**config.mk**
```make
export PLATFORM = sky130hd
export DESIGN_NAME = wdrc_top
export DESIGN_NICKNAME = d
export VERILOG_FILES = /design/src/rtl/wdrc_pkg.sv /design/src/rtl/wdrc_top.sv
export VERILOG_INCLUDE_DIRS = /design/src /design/src/rtl
export SDC_FILE = /design/constraint.sdc
export NUM_CORES = 1
export LEC_CHECK = 0
export BUFFER_PORTS_ARGS = -buffer_cell sky130_fd_sc_hd__buf_4
export CELL_PAD_IN_SITES_DETAIL_PLACEMENT = 1
export CELL_PAD_IN_SITES_GLOBAL_PLACEMENT = 2
export CORE_ASPECT_RATIO = 1.25
export CORE_MARGIN = 4
export CORE_UTILIZATION = 34
export DETAILED_ROUTE_END_ITERATION = 16
export PLACE_DENSITY_LB_ADDON = 0.1
export SYNTH_ARGS = -nofsm -noshare
export SYNTH_HDL_FRONTEND = slang
export SYNTH_SLANG_ARGS = --single-unit
```
**constraint.sdc**
```tcl
create_clock -name clock_in -period 8.7 [get_ports clock_in]
set_clock_uncertainty 0.1 [all_clocks]
set_input_delay 1.74 -clock clock_in [delete_from_list [all_inputs] [get_ports clock_in]]
set_output_delay 1.74 -clock clock_in [all_outputs]
set_load 0.01 [all_outputs]
```
**src/rtl/wdrc_defines.svh**
```systemverilog
// Offsets, field positions, reset values and timing counts of the watchdog.
// Assumes byte addresses on an Avalon-MM slave with 32-bit data.
`ifndef WDRC_DEFINES_SVH
`define WDRC_DEFINES_SVH

`define WDRC_CTRL_OFS 8'h60
`define WDRC_CAUSE_OFS 8'h64

`define WDRC_B_IRQ_FLAG 7
`define WDRC_B_IRQ_EN 6
`define WDRC_B_SEL3 5
`define WDRC_B_UNLOCK 4
`define WDRC_B_RST_EN 3

`define WDRC_B_WD_CAUSE 3
`define WDRC_B_BO_CAUSE 2
`define WDRC_B_PIN_CAUSE 1
`define WDRC_B_PO_CAUSE 0

`define WDRC_CAUSE_RST 4'h1
`define WDRC_UNLOCK_CYC 3'h4
`define WDRC_BASE_TICKS 2048
`define WDRC_SEL_MAX 4'h9

`endif

```
**src/rtl/wdrc_pkg.sv**
```systemverilog
// Types shared by the watchdog design.
// Assumes nothing of its surroundings.
`default_nettype none

package wdrc_pkg;

  typedef enum logic [3:0] {
    WDRC_STOP = 4'b0001,
    WDRC_IRQ = 4'b0010,
    WDRC_RST = 4'b0100,
    WDRC_BOTH = 4'b1000
  } wdrc_mode_t;

endpackage

`default_nettype wire

```
**src/rtl/wdrc_top.sv**
```systemverilog
// Watchdog with reset-cause flags, Avalon-MM slave, one 200 MHz clock.
// Assumes the oscillator, fuse and reset events arrive as asynchronous pins.
//
// How it works
// - Time-out in interrupt mode sets flag bit 7
// - Vector execution or writing one clears flag
// - Interrupt needs global enable and bit 6
// - Reset and interrupt enables select the mode
// - Programmed fuse forces system reset mode
// - Combined mode: vector clears enable and flag
// - Combined mode: second unserviced time-out resets
// - Clearing reset enable or period needs unlock
// - Unlock bit self-clears four cycles later
// - Reset enable reads set while cause set
// - Period select at bits 5 and 2:0
// - Watchdog cause set by watchdog reset
// - Brown-out cause set by brown-out reset
// - Pin cause set by external pin reset
// - Power-on cause cleared only by software
// - Cause register bits 7:4 read zero
// - Counter counts separate slow oscillator ticks
// - Restart input clears the counter
// - Reset mode time-out gives one-cycle reset
`default_nettype none

`include "wdrc_defines.svh"

module wdrc_top
  import wdrc_pkg::*;
#(
  parameter int BASE_TICKS = `WDRC_BASE_TICKS,
  parameter int CNT_W = 20
) (
  input wire logic clock_in,
  input wire logic rst_b_in,
  input wire logic [7:0] avs_address_in,
  input wire logic avs_read_in,
  input wire logic avs_write_in,
  input wire logic [31:0] avs_writedata_in,
  input wire logic [3:0] avs_byteenable_in,
  output logic [31:0] avs_readdata_out,
  output logic avs_waitrequest_out,
  input wire logic wd_osc_in,
  input wire logic wd_force_on_fuse_in,
  input wire logic brownout_rst_in,
  input wire logic pin_rst_in,
  input wire logic core_irq_enable_in,
  input wire logic wd_vector_ack_in,
  input wire logic wd_restart_in,
  output logic wd_irq_out,
  output logic sys_reset_out
);

  ////////////////////////////////////////////////////////////////////////
  // Pin synchronisers

  logic [3:0] s1_q;
  logic [3:0] s2_q;
  logic [3:0] s3_q;
  logic [3:0] st_q;
  logic [3:0] st_d;

  always_ff @(posedge clock_in or negedge rst_b_in) begin
    if (!rst_b_in) begin
      s1_q <= 4'h4;
      s2_q <= 4'h4;
      s3_q <= 4'h4;
      st_q <= 4'h4;
    end else begin
      s1_q <= {pin_rst_in, wd_force_on_fuse_in, brownout_rst_in, wd_osc_in};
      s2_q <= s1_q;
      s3_q <= s2_q;
      st_q <= st_d;
    end
  end

  always_comb begin
    for (int i = 0; i < 4; i++) begin
      st_d[i] = (s2_q[i] == s3_q[i]) ? s3_q[i] : st_q[i];
    end
  end

  logic osc_tick;
  logic bo_evt;
  logic pin_evt;
  logic fuse_unprog;
  assign osc_tick = st_d[0] && !st_q[0];
  assign bo_evt = st_d[1] && !st_q[1];
  assign pin_evt = st_d[3] && !st_q[3];
  assign fuse_unprog = st_q[2];

  ////////////////////////////////////////////////////////////////////////
  // Avalon-MM slave, one wait cycle

  logic wait_q;
  logic req;
  logic acc_wr;
  logic [7:0] wd;
  logic ctl_wr;
  logic cause_wr;
  assign req = avs_read_in || avs_write_in;
  assign acc_wr = avs_write_in && !wait_q && avs_byteenable_in[0];
  assign wd = avs_writedata_in[7:0];
  assign ctl_wr = acc_wr && (avs_address_in == `WDRC_CTRL_OFS);
  assign cause_wr = acc_wr && (avs_address_in == `WDRC_CAUSE_OFS);
  always_ff @(posedge clock_in or negedge rst_b_in) begin
    if (!rst_b_in) begin
      wait_q <= 1'b1;
    end else begin
      wait_q <= !(req && wait_q);
    end
  end

  assign avs_waitrequest_out = wait_q;

  ////////////////////////////////////////////////////////////////////////
  // Control state

  logic irq_flag_q;
  logic irq_en_q;
  logic wde_q;
  logic [3:0] sel_q;
  logic [2:0] unlock_q;
  logic [3:0] cause_q;
  logic rst_evt;
  logic unlock_wr;
  logic unlocked;
  logic wde_eff;
  wdrc_mode_t mode;
  assign rst_evt = sys_reset_out || bo_evt || pin_evt;
  assign unlock_wr = ctl_wr && wd[`WDRC_B_UNLOCK] && wd[`WDRC_B_RST_EN];
  assign unlocked = unlock_q != 3'h0;
  assign wde_eff = wde_q || cause_q[`WDRC_B_WD_CAUSE];
  always_comb begin
    if (!fuse_unprog) begin
      mode = WDRC_RST;
    end else if (wde_eff && irq_en_q) begin
      mode = WDRC_BOTH;
    end else if (wde_eff) begin
      mode = WDRC_RST;
    end else if (irq_en_q) begin
      mode = WDRC_IRQ;
    end else begin
      mode = WDRC_STOP;
    end
  end

  always_ff @(posedge clock_in or negedge rst_b_in) begin
    if (!rst_b_in) begin
      unlock_q <= 3'h0;
    end else if (rst_evt) begin
      unlock_q <= 3'h0;
    end else if (unlock_wr) begin
      unlock_q <= `WDRC_UNLOCK_CYC;
    end else if (unlocked) begin
      unlock_q <= unlock_q - 3'h1;
    end
  end

  always_ff @(posedge clock_in or negedge rst_b_in) begin
    if (!rst_b_in) begin
      wde_q <= 1'b0;
      sel_q <= 4'h0;
    end else if (rst_evt) begin
      wde_q <= 1'b0;
      sel_q <= 4'h0;
    end else if (ctl_wr && unlocked) begin
      wde_q <= wd[`WDRC_B_RST_EN];
      sel_q <= {wd[`WDRC_B_SEL3], wd[2:0]};
    end else if (ctl_wr && wd[`WDRC_B_RST_EN]) begin
      wde_q <= 1'b1;
    end
  end

  ////////////////////////////////////////////////////////////////////////
  // Time-out counter

  function automatic logic [CNT_W-1:0] period_top(input logic [3:0] sel);
    logic [3:0] s;
    s = (sel > `WDRC_SEL_MAX) ? `WDRC_SEL_MAX : sel;
    return CNT_W'((BASE_TICKS << s) - 1);
  endfunction
  logic [CNT_W-1:0] cnt_q;
  logic running;
  logic tmo;
  logic irq_set;
  logic escalate;
  assign running = mode != WDRC_STOP;
  assign tmo = osc_tick && running && (cnt_q >= period_top(sel_q));
  assign irq_set = tmo && ((mode == WDRC_IRQ) || (mode == WDRC_BOTH && !irq_flag_q));
  assign escalate = tmo && ((mode == WDRC_RST) || (mode == WDRC_BOTH && irq_flag_q));
  always_ff @(posedge clock_in or negedge rst_b_in) begin
    if (!rst_b_in) begin
      cnt_q <= '0;
    end else if (rst_evt || wd_restart_in || tmo || !running) begin
      cnt_q <= '0;
    end else if (osc_tick) begin
      cnt_q <= cnt_q + 1'b1;
    end
  end

  ////////////////////////////////////////////////////////////////////////
  // Interrupt flag, enable and output

  always_ff @(posedge clock_in or negedge rst_b_in) begin
    if (!rst_b_in) begin
      irq_flag_q <= 1'b0;
    end else if (rst_evt) begin
      irq_flag_q <= 1'b0;
    end else if (irq_set) begin
      irq_flag_q <= 1'b1;
    end else if (wd_vector_ack_in || (ctl_wr && wd[`WDRC_B_IRQ_FLAG])) begin
      irq_flag_q <= 1'b0;
    end
  end

  always_ff @(posedge clock_in or negedge rst_b_in) begin
    if (!rst_b_in) begin
      irq_en_q <= 1'b0;
    end else if (rst_evt) begin
      irq_en_q <= 1'b0;
    end else if (wd_vector_ack_in && mode == WDRC_BOTH) begin
      irq_en_q <= 1'b0;
    end else if (ctl_wr) begin
      irq_en_q <= wd[`WDRC_B_IRQ_EN];
    end
  end

  always_ff @(posedge clock_in or negedge rst_b_in) begin
    if (!rst_b_in) begin
      wd_irq_out <= 1'b0;
    end else begin
      wd_irq_out <= irq_flag_q && irq_en_q && core_irq_enable_in;
    end
  end

  always_ff @(posedge clock_in or negedge rst_b_in) begin
    if (!rst_b_in) begin
      sys_reset_out <= 1'b0;
    end else begin
      sys_reset_out <= escalate;
    end
  end

  ////////////////////////////////////////////////////////////////////////
  // Reset-cause flags

  logic [3:0] cause_set;

  assign cause_set = {sys_reset_out, bo_evt, pin_evt, 1'b0};

  always_ff @(posedge clock_in or negedge rst_b_in) begin
    if (!rst_b_in) begin
      cause_q <= `WDRC_CAUSE_RST;
    end else begin
      cause_q <= cause_set | (cause_q & (cause_wr ? wd[3:0] : 4'hF));
    end
  end

  ////////////////////////////////////////////////////////////////////////
  // Read data

  logic [7:0] ctrl_rd;
  assign ctrl_rd = {irq_flag_q, irq_en_q, sel_q[3], unlocked, wde_eff, sel_q[2:0]};
  always_ff @(posedge clock_in or negedge rst_b_in) begin
    if (!rst_b_in) begin
      avs_readdata_out <= 32'h0;
    end else if (avs_read_in && wait_q) begin
      if (avs_address_in == `WDRC_CTRL_OFS) begin
        avs_readdata_out <= {24'h0, ctrl_rd};
      end else if (avs_address_in == `WDRC_CAUSE_OFS) begin
        avs_readdata_out <= {28'h0, cause_q};
      end else begin
        avs_readdata_out <= 32'h0;
      end
    end
  end
endmodule

`default_nettype wire

```
# ---- After elaboration in Yosys (flattened, before gate mapping)
# Index checks and enable logic that the tools add are counted.
dict set report classes {
  n_shift 1
  addsub 3
  muxes 27
  bitwise 2
  n_reduce_logical 48
  n_eq_ne 10
  order_cmp 2
}
# operator count
set op_table {}
lappend op_table {{20-bit 2-to-1 mux} 2}
lappend op_table {{4-bit 2-to-1 mux} 7}
lappend op_table {{1-bit logical AND} 24}
lappend op_table {{20-bit by 1-bit adder with 20-bit output (second input constant)} 1}
lappend op_table {{20-bit greater-or-equal comparator} 1}
lappend op_table {{12-bit by 4-bit left shift with 20-bit output (first input constant)} 1}
lappend op_table {{20-bit by 2-bit subtractor with 20-bit output (second input constant)} 1}
lappend op_table {{8-bit by 7-bit == test with 1-bit output (second input constant)} 2}
lappend op_table {{3-bit nonzero test} 5}
lappend op_table {{1-bit 2-to-1 mux} 12}
lappend op_table {{3-bit 2-to-1 mux} 4}
lappend op_table {{1-bit logical OR} 10}
lappend op_table {{8-bit 2-to-1 mux} 1}
lappend op_table {{1-bit zero test} 7}
lappend op_table {{4-bit AND} 1}
lappend op_table {{1-bit == test} 4}
lappend op_table {{4-bit by 2-bit == test with 1-bit output (second input constant)} 1}
lappend op_table {{4-bit by 3-bit == test with 1-bit output (second input constant)} 1}
lappend op_table {{4-bit == test (second input constant)} 1}
lappend op_table {{4-bit > comparator (second input constant)} 1}
lappend op_table {{4-bit by 1-bit != test with 1-bit output (second input constant)} 1}
lappend op_table {{4-bit OR} 1}
lappend op_table {{2-bit nonzero test} 2}
lappend op_table {{3-bit by 1-bit subtractor with 3-bit output (second input constant)} 1}
lappend op_table {{2-bit 2-to-1 mux} 1}
dict set report totals {
  ff_bits 85
  inputBits 55
  wordCells 109
  out_inout_bits 35
}

# ---- Longest topological paths before layout
dict set report depth {
  ltp_word 10
  mapped_depth 15
  mapped_depth_nobuf 13
}

# ---- Worst setup path before layout
# Ideal clock, no wire load.
dict set report synth_path {
  path_type {input to register}
  start {input port avs_address_in[7]}
  end {register sel_q[0]}
  path_buffers 1
  t_arrival_ns 3.083
  t_required_ns 8.469
  setup_slack_ns 5.386
  path_stages 6
  setup_ns 0.131
  path_cell_list {or4b_4 > nor4_4 > and2b_1 > buf_6 > mux2i_1 > nor2_1}
}
dict set report synth_between {
  elab_chain_len 4
}
# element line_no
set synth_lines {}
lappend synth_lines {{start, declared} wdrc_top.sv:36} ;# input wire logic [7:0] avs_address_in,
lappend synth_lines {{8-bit by 7-bit == test with 1-bit output (no source line)} -}
lappend synth_lines {{1-bit logical AND} wdrc_top.sv:104} ;# assign ctl_wr = acc_wr && (avs_address_in == `WDRC_CTRL_OFS);
lappend synth_lines {{1-bit logical AND} wdrc_top.sv:167} ;# end else if (ctl_wr && unlocked) begin
lappend synth_lines {{2-bit nonzero test (no source line)} -}
lappend synth_lines {{end signal, assigned} wdrc_top.sv:169} ;# sel_q <= {wd[`WDRC_B_SEL3], wd[2:0]};
lappend synth_lines {{end, declared} wdrc_top.sv:122} ;# logic [3:0] sel_q;
# No other way between the ends.
# A chain may end at the register's enable or synchronous reset.

# ---- Worst setup path in the final report
dict set report layout_path {
  start {register sel_q[2]}
  end {register sys_reset_out}
}
dict set report layout_between {
  elab_chain_len 7
}
# element line_no
set layout_lines {}
lappend layout_lines {{4-bit > comparator (no source line)} -}
lappend layout_lines {{4-bit 2-to-1 mux *} wdrc_top.sv:180} ;# s = (sel > `WDRC_SEL_MAX) ? `WDRC_SEL_MAX : sel;
lappend layout_lines {{12-bit by 4-bit left shift with 20-bit output *} wdrc_top.sv:181} ;# return CNT_W'((BASE_TICKS << s) - 1);
lappend layout_lines {{20-bit by 2-bit subtractor with 20-bit output *} wdrc_top.sv:181}
lappend layout_lines {{20-bit greater-or-equal comparator *} wdrc_top.sv:189} ;# assign tmo = osc_tick && running && (cnt_q >= period_top(sel_q));
lappend layout_lines {{1-bit logical AND *} wdrc_top.sv:189}
lappend layout_lines {{1-bit logical AND *} wdrc_top.sv:191} ;# assign escalate = tmo && ((mode == WDRC_RST) || (mode == WDRC_BOTH && irq_flag_q));
lappend layout_lines {{net escalate} wdrc_top.sv:187} ;# logic escalate;
lappend layout_lines {{end signal, assigned} wdrc_top.sv:241} ;# sys_reset_out <= escalate;
lappend layout_lines {{end, declared} wdrc_top.sv:51} ;# output logic sys_reset_out
# The timed path passes the listed nets; every way through them passes the cells marked *.

==> out/qor.csv <==
stage;metric;value;unit
logic_synthesis;Yosys warning count;0;
logic_synthesis;Post-synth EDFFs;0;
timing;RSZ-0062 raised after global routing;no;
timing;fmax;277;MHz
logic_synthesis;register area share after synthesis;48.7;%
floorplan;Core ar.;9080;sq um
final_layout;Area Growth Syn to Fin;18.0;%
logic_synthesis;synthesized area;3150;sq um
clock_network;number of H-tree levels;3;
global_route;initial antenna violation count;0;
final_layout;n_diodes;0;
clock_network;Post-CTS Setup Inserts;0;
global_route;largest net degree at the start of global routing;62;
worst_hold_path;Hold/Removal Path Class;reg -> reg;
logic_synthesis;Synth Area in Simple Gates;17.7;%
floorplan;height of the die;116;microns
logic_synthesis;largest family of logic cells by synthesized area;simple AND/OR/NAND/NOR gates;
floorplan;Die ar.;10900;sq um
final_layout;fin nets;425;
detailed_routing;number of remaining DRC errors;0;
detailed_routing;routed via count;2308;
place;dpl hpwl;5240;microns
clock_network;Max Root-Sink Buffers;2;
timing;max_slew headroom;37.3;%
logic_synthesis;ys flop type;dfrtp_1;
setup_path;required time worst endpoint;8.81;ns
detailed_routing;total wire length;7030;microns
setup_path;CP Max Fanout;9;
logic_synthesis;synth top area cells;dfrtp_1 44%, buf_4 5.7%, ha_1 5.2%;
status;status;finished, final reports clean;
place;RePlAce Congestion;0.753;
logic_synthesis;area leader, netlist;dfrtp_1;
detailed_routing;Wirelength per Cell;14.5;microns
final_layout;share of layout cells above drive strength 1;17.2;%
setup_path;WS Path Type;reg -> reg;
detailed_routing;DRT Pass-1 Iters;4;
global_route;global-route total usage across every layer;14.2;%
clock_network;CTS buffer count;9;
timing;setup tns final;0;ns
place;port bufs;38;
timing;fin crit share;41.5;%
power_and_ir_drop;Overall Power;694;uW
final_layout;final core occ;40.9;%
clock_network;hold buffer count at cts;0;
power_and_ir_drop;peak supply drop;0.0849;mV
logic_synthesis;Post-Syn Instances;317;
power_and_ir_drop;leakage;0.00167;uW
timing;number of max-slew violations in the final report;0;
logic_synthesis;mux cell area share after synthesis;3.22;%
global_route;vias in the first global route;2400;
floorplan;# rows;39;
timing;final setup violation count;0;
detailed_routing;ANT nets after route;0;
logic_synthesis;synth unique cells;48;
logic_synthesis;top-area cell type share of the netlist area;43.7;%
setup_path;Startpoint Class;flop;
logic_synthesis;compound-cell area share of the yosys netlist;10.3;%
global_route;grt ovf;0;
logic_synthesis;async set-reset flop share out of synthesis;100;%
clock_network;clk slew on worst S/H paths;0.05;ns
logic_synthesis;Mapped Avg Cell Area;9.93;sq um
clock_network;post-cts resize count;0;
clock_network;Clock Sinks;61;
timing;Slew @ Worst Pin;0.940;ns
detailed_routing;DRT iter0 DRCs;48;
floorplan;IO Count;90;
floorplan;Chip Width;94.1;microns
clock_network;worst-skew pair later-pin latency;0.33;ns
timing;Tmin final;3.61;ns
floorplan;initial core utilization;34.7;%
logic_synthesis;XOR/XNOR share of the synthesized area;4.73;%
setup_path;Critical Path AT;3.72;ns
timing;final hold vios;0;
detailed_routing;Vias/cell;4.77;
global_route;first-pass GRT wire length;11900;microns
setup_path;CP endpoint kind;flop;
logic_synthesis;Adder-Cell Fraction of Synth Area;6.44;%
flow_run;max-cap violations;0;
power_and_ir_drop;pwr dens;187;nW/um^2
clock_network;CTS tree;done;
logic_synthesis;post-synthesis sequential element count;61;
clock_network;CTS root buf;clkbuf_16;
==> flip-flops by register name, indices dropped and copies added, names as in the netlist <==
| signal | cells |
|---|---|
| wde_q | 1 |
| st_q | 4 |
| sys_reset_out | 1 |
| unlock_q | 3 |
| s1_q | 4 |
| irq_flag_q | 1 |
| cnt_q | 20 |
| cause_q | 4 |
| wd_irq_out | 1 |
| avs_readdata_out | 8 |
| irq_en_q | 1 |
| s3_q | 4 |
| avs_waitrequest_out | 1 |
| s2_q | 4 |
| sel_q | 4 |
==> report_power, final <==
group	internal (uW)	switching, uW	total (uW)
clock network	197	117	314
logic	31.9	41.8	73.7
registers	299	7.10	306
total	527	166	694
==> metrics by stage <==
step | hold slack [ns] | cells | cell area, sq um | worst slack (ns)
2_1_floorplan | 0.231 | 340 | 3230 | 5.39
3_3_place_gp | 0.236 | 469 | 3450 | 5.01
3_5_place_dp | 0.239 | 469 | 3450 | 4.99
4_1_cts | 0.251 | 484 | 3710 | 4.99
5_1_grt | 0.254 | 484 | 3710 | 4.69
6_report | 0.247 | 484 | 3710 | 5.09
==> layer usage <==
layer	up-vias	wire length [microns]	GRT usage (%)
met5	-	0	0
met4	0	161	7.80
met3	9	231	2.60
met2	33	3360	22.3
met1	1128	3270	18.4
li1	1138	-	-
==> cell usage after synthesis, drive strengths merged (2+ instances only) <==
cell type / number
o211ai: 2
clkbuf: 4
nor3: 11
nor2: 34
a21o: 2
a21oi: 18
maj3: 4
o31ai: 2
nand3b: 4
inv: 13
nor4: 3
a22o: 3
ha: 13
xnor2: 14
dfstp: 6
o21ai: 19
nand4: 3
mux2i: 9
xor2: 3
or3: 2
and3: 7
nand2: 27
dfrtp: 55
nand3: 10
nand2b: 2
buf: 29
==> kinds of logic after synthesis <==
family                   after synthesis
AO/OA/AOI/OAI                         54
XOR/XNOR                              17
adder cells (fa/ha/maj)               17
buffers and inverters                 46
flip-flops                            61
multiplexers                          10
other                                  1
AND/OR/NAND/NOR                      111
==> area by class of cell <==
type,instances,area (sq um)
Tap cell,123,154
Fill cell,1060,5360
Inverter,13,48.8
Clock inverter,3,15.0
Sequential cell,61,1530
Clock buffer,12,246
Timing Repair Buffer,39,293
Multi-Input combinational cell,233,1420
==> cells in the final DEF, fill, tap and decap left out, types with 2 or more instances in the layout <==
cell type,count
maj3_1,4
ha_1,13
conb_1,24
mux2i_1,9
nor3_1,11
a21oi_1,18
o31ai_1,2
dfstp_2,6
nor4_1,2
xor2_1,3
a21o_1,2
nand3b_1,4
nand2_1,27
clkinv_2,3
or3_1,2
and3_1,7
xnor2_1,14
clkbuf_16,9
nand4_1,3
a22o_1,3
nor2_1,34
o21ai_0,19
buf_4,39
nand3_1,10
clkbuf_1,2
o211ai_1,2
nand2b_1,2
inv_1,13
dfrtp_1,55
==> worst max-delay path, stage by stage, from the launching register on <==
cell      delay [ns]
dfrtp_1         0.48
nor2_1          0.28
nand3b_1        0.12
ha_1            0.29
nor3_1          0.22
a21o_1          0.12
a32oi_1         0.11
ha_1            0.32
nand2_1         0.07
nor4_1          0.69
nand2_1         0.35
a221oi_1        0.35
==> path summary, 6_finish.rpt <==
kind,startpoint,endpoint,slack [ns],depth (start not counted)
worst max-delay path,sel_q[2]$_DFFE_PN0P_,sys_reset_out$_DFF_PN0_,5.09,11
worst min-delay path,s1_q[1]$_DFF_PN0_,s2_q[1]$_DFF_PN0_,0.25,0
worst max register to register,sel_q[2]$_DFFE_PN0P_,sys_reset_out$_DFF_PN0_,5.09,11
worst min register to register,s1_q[1]$_DFF_PN0_,s2_q[1]$_DFF_PN0_,0.25,0
max in group asynchronous,rst_b_in,s3_q[3]$_DFF_PN0_,6.59,1
min in group asynchronous,rst_b_in,cnt_q[11]$_DFFE_PN0P_,1.40,1
Note: power is estimated with default switching activity, not from simulation.
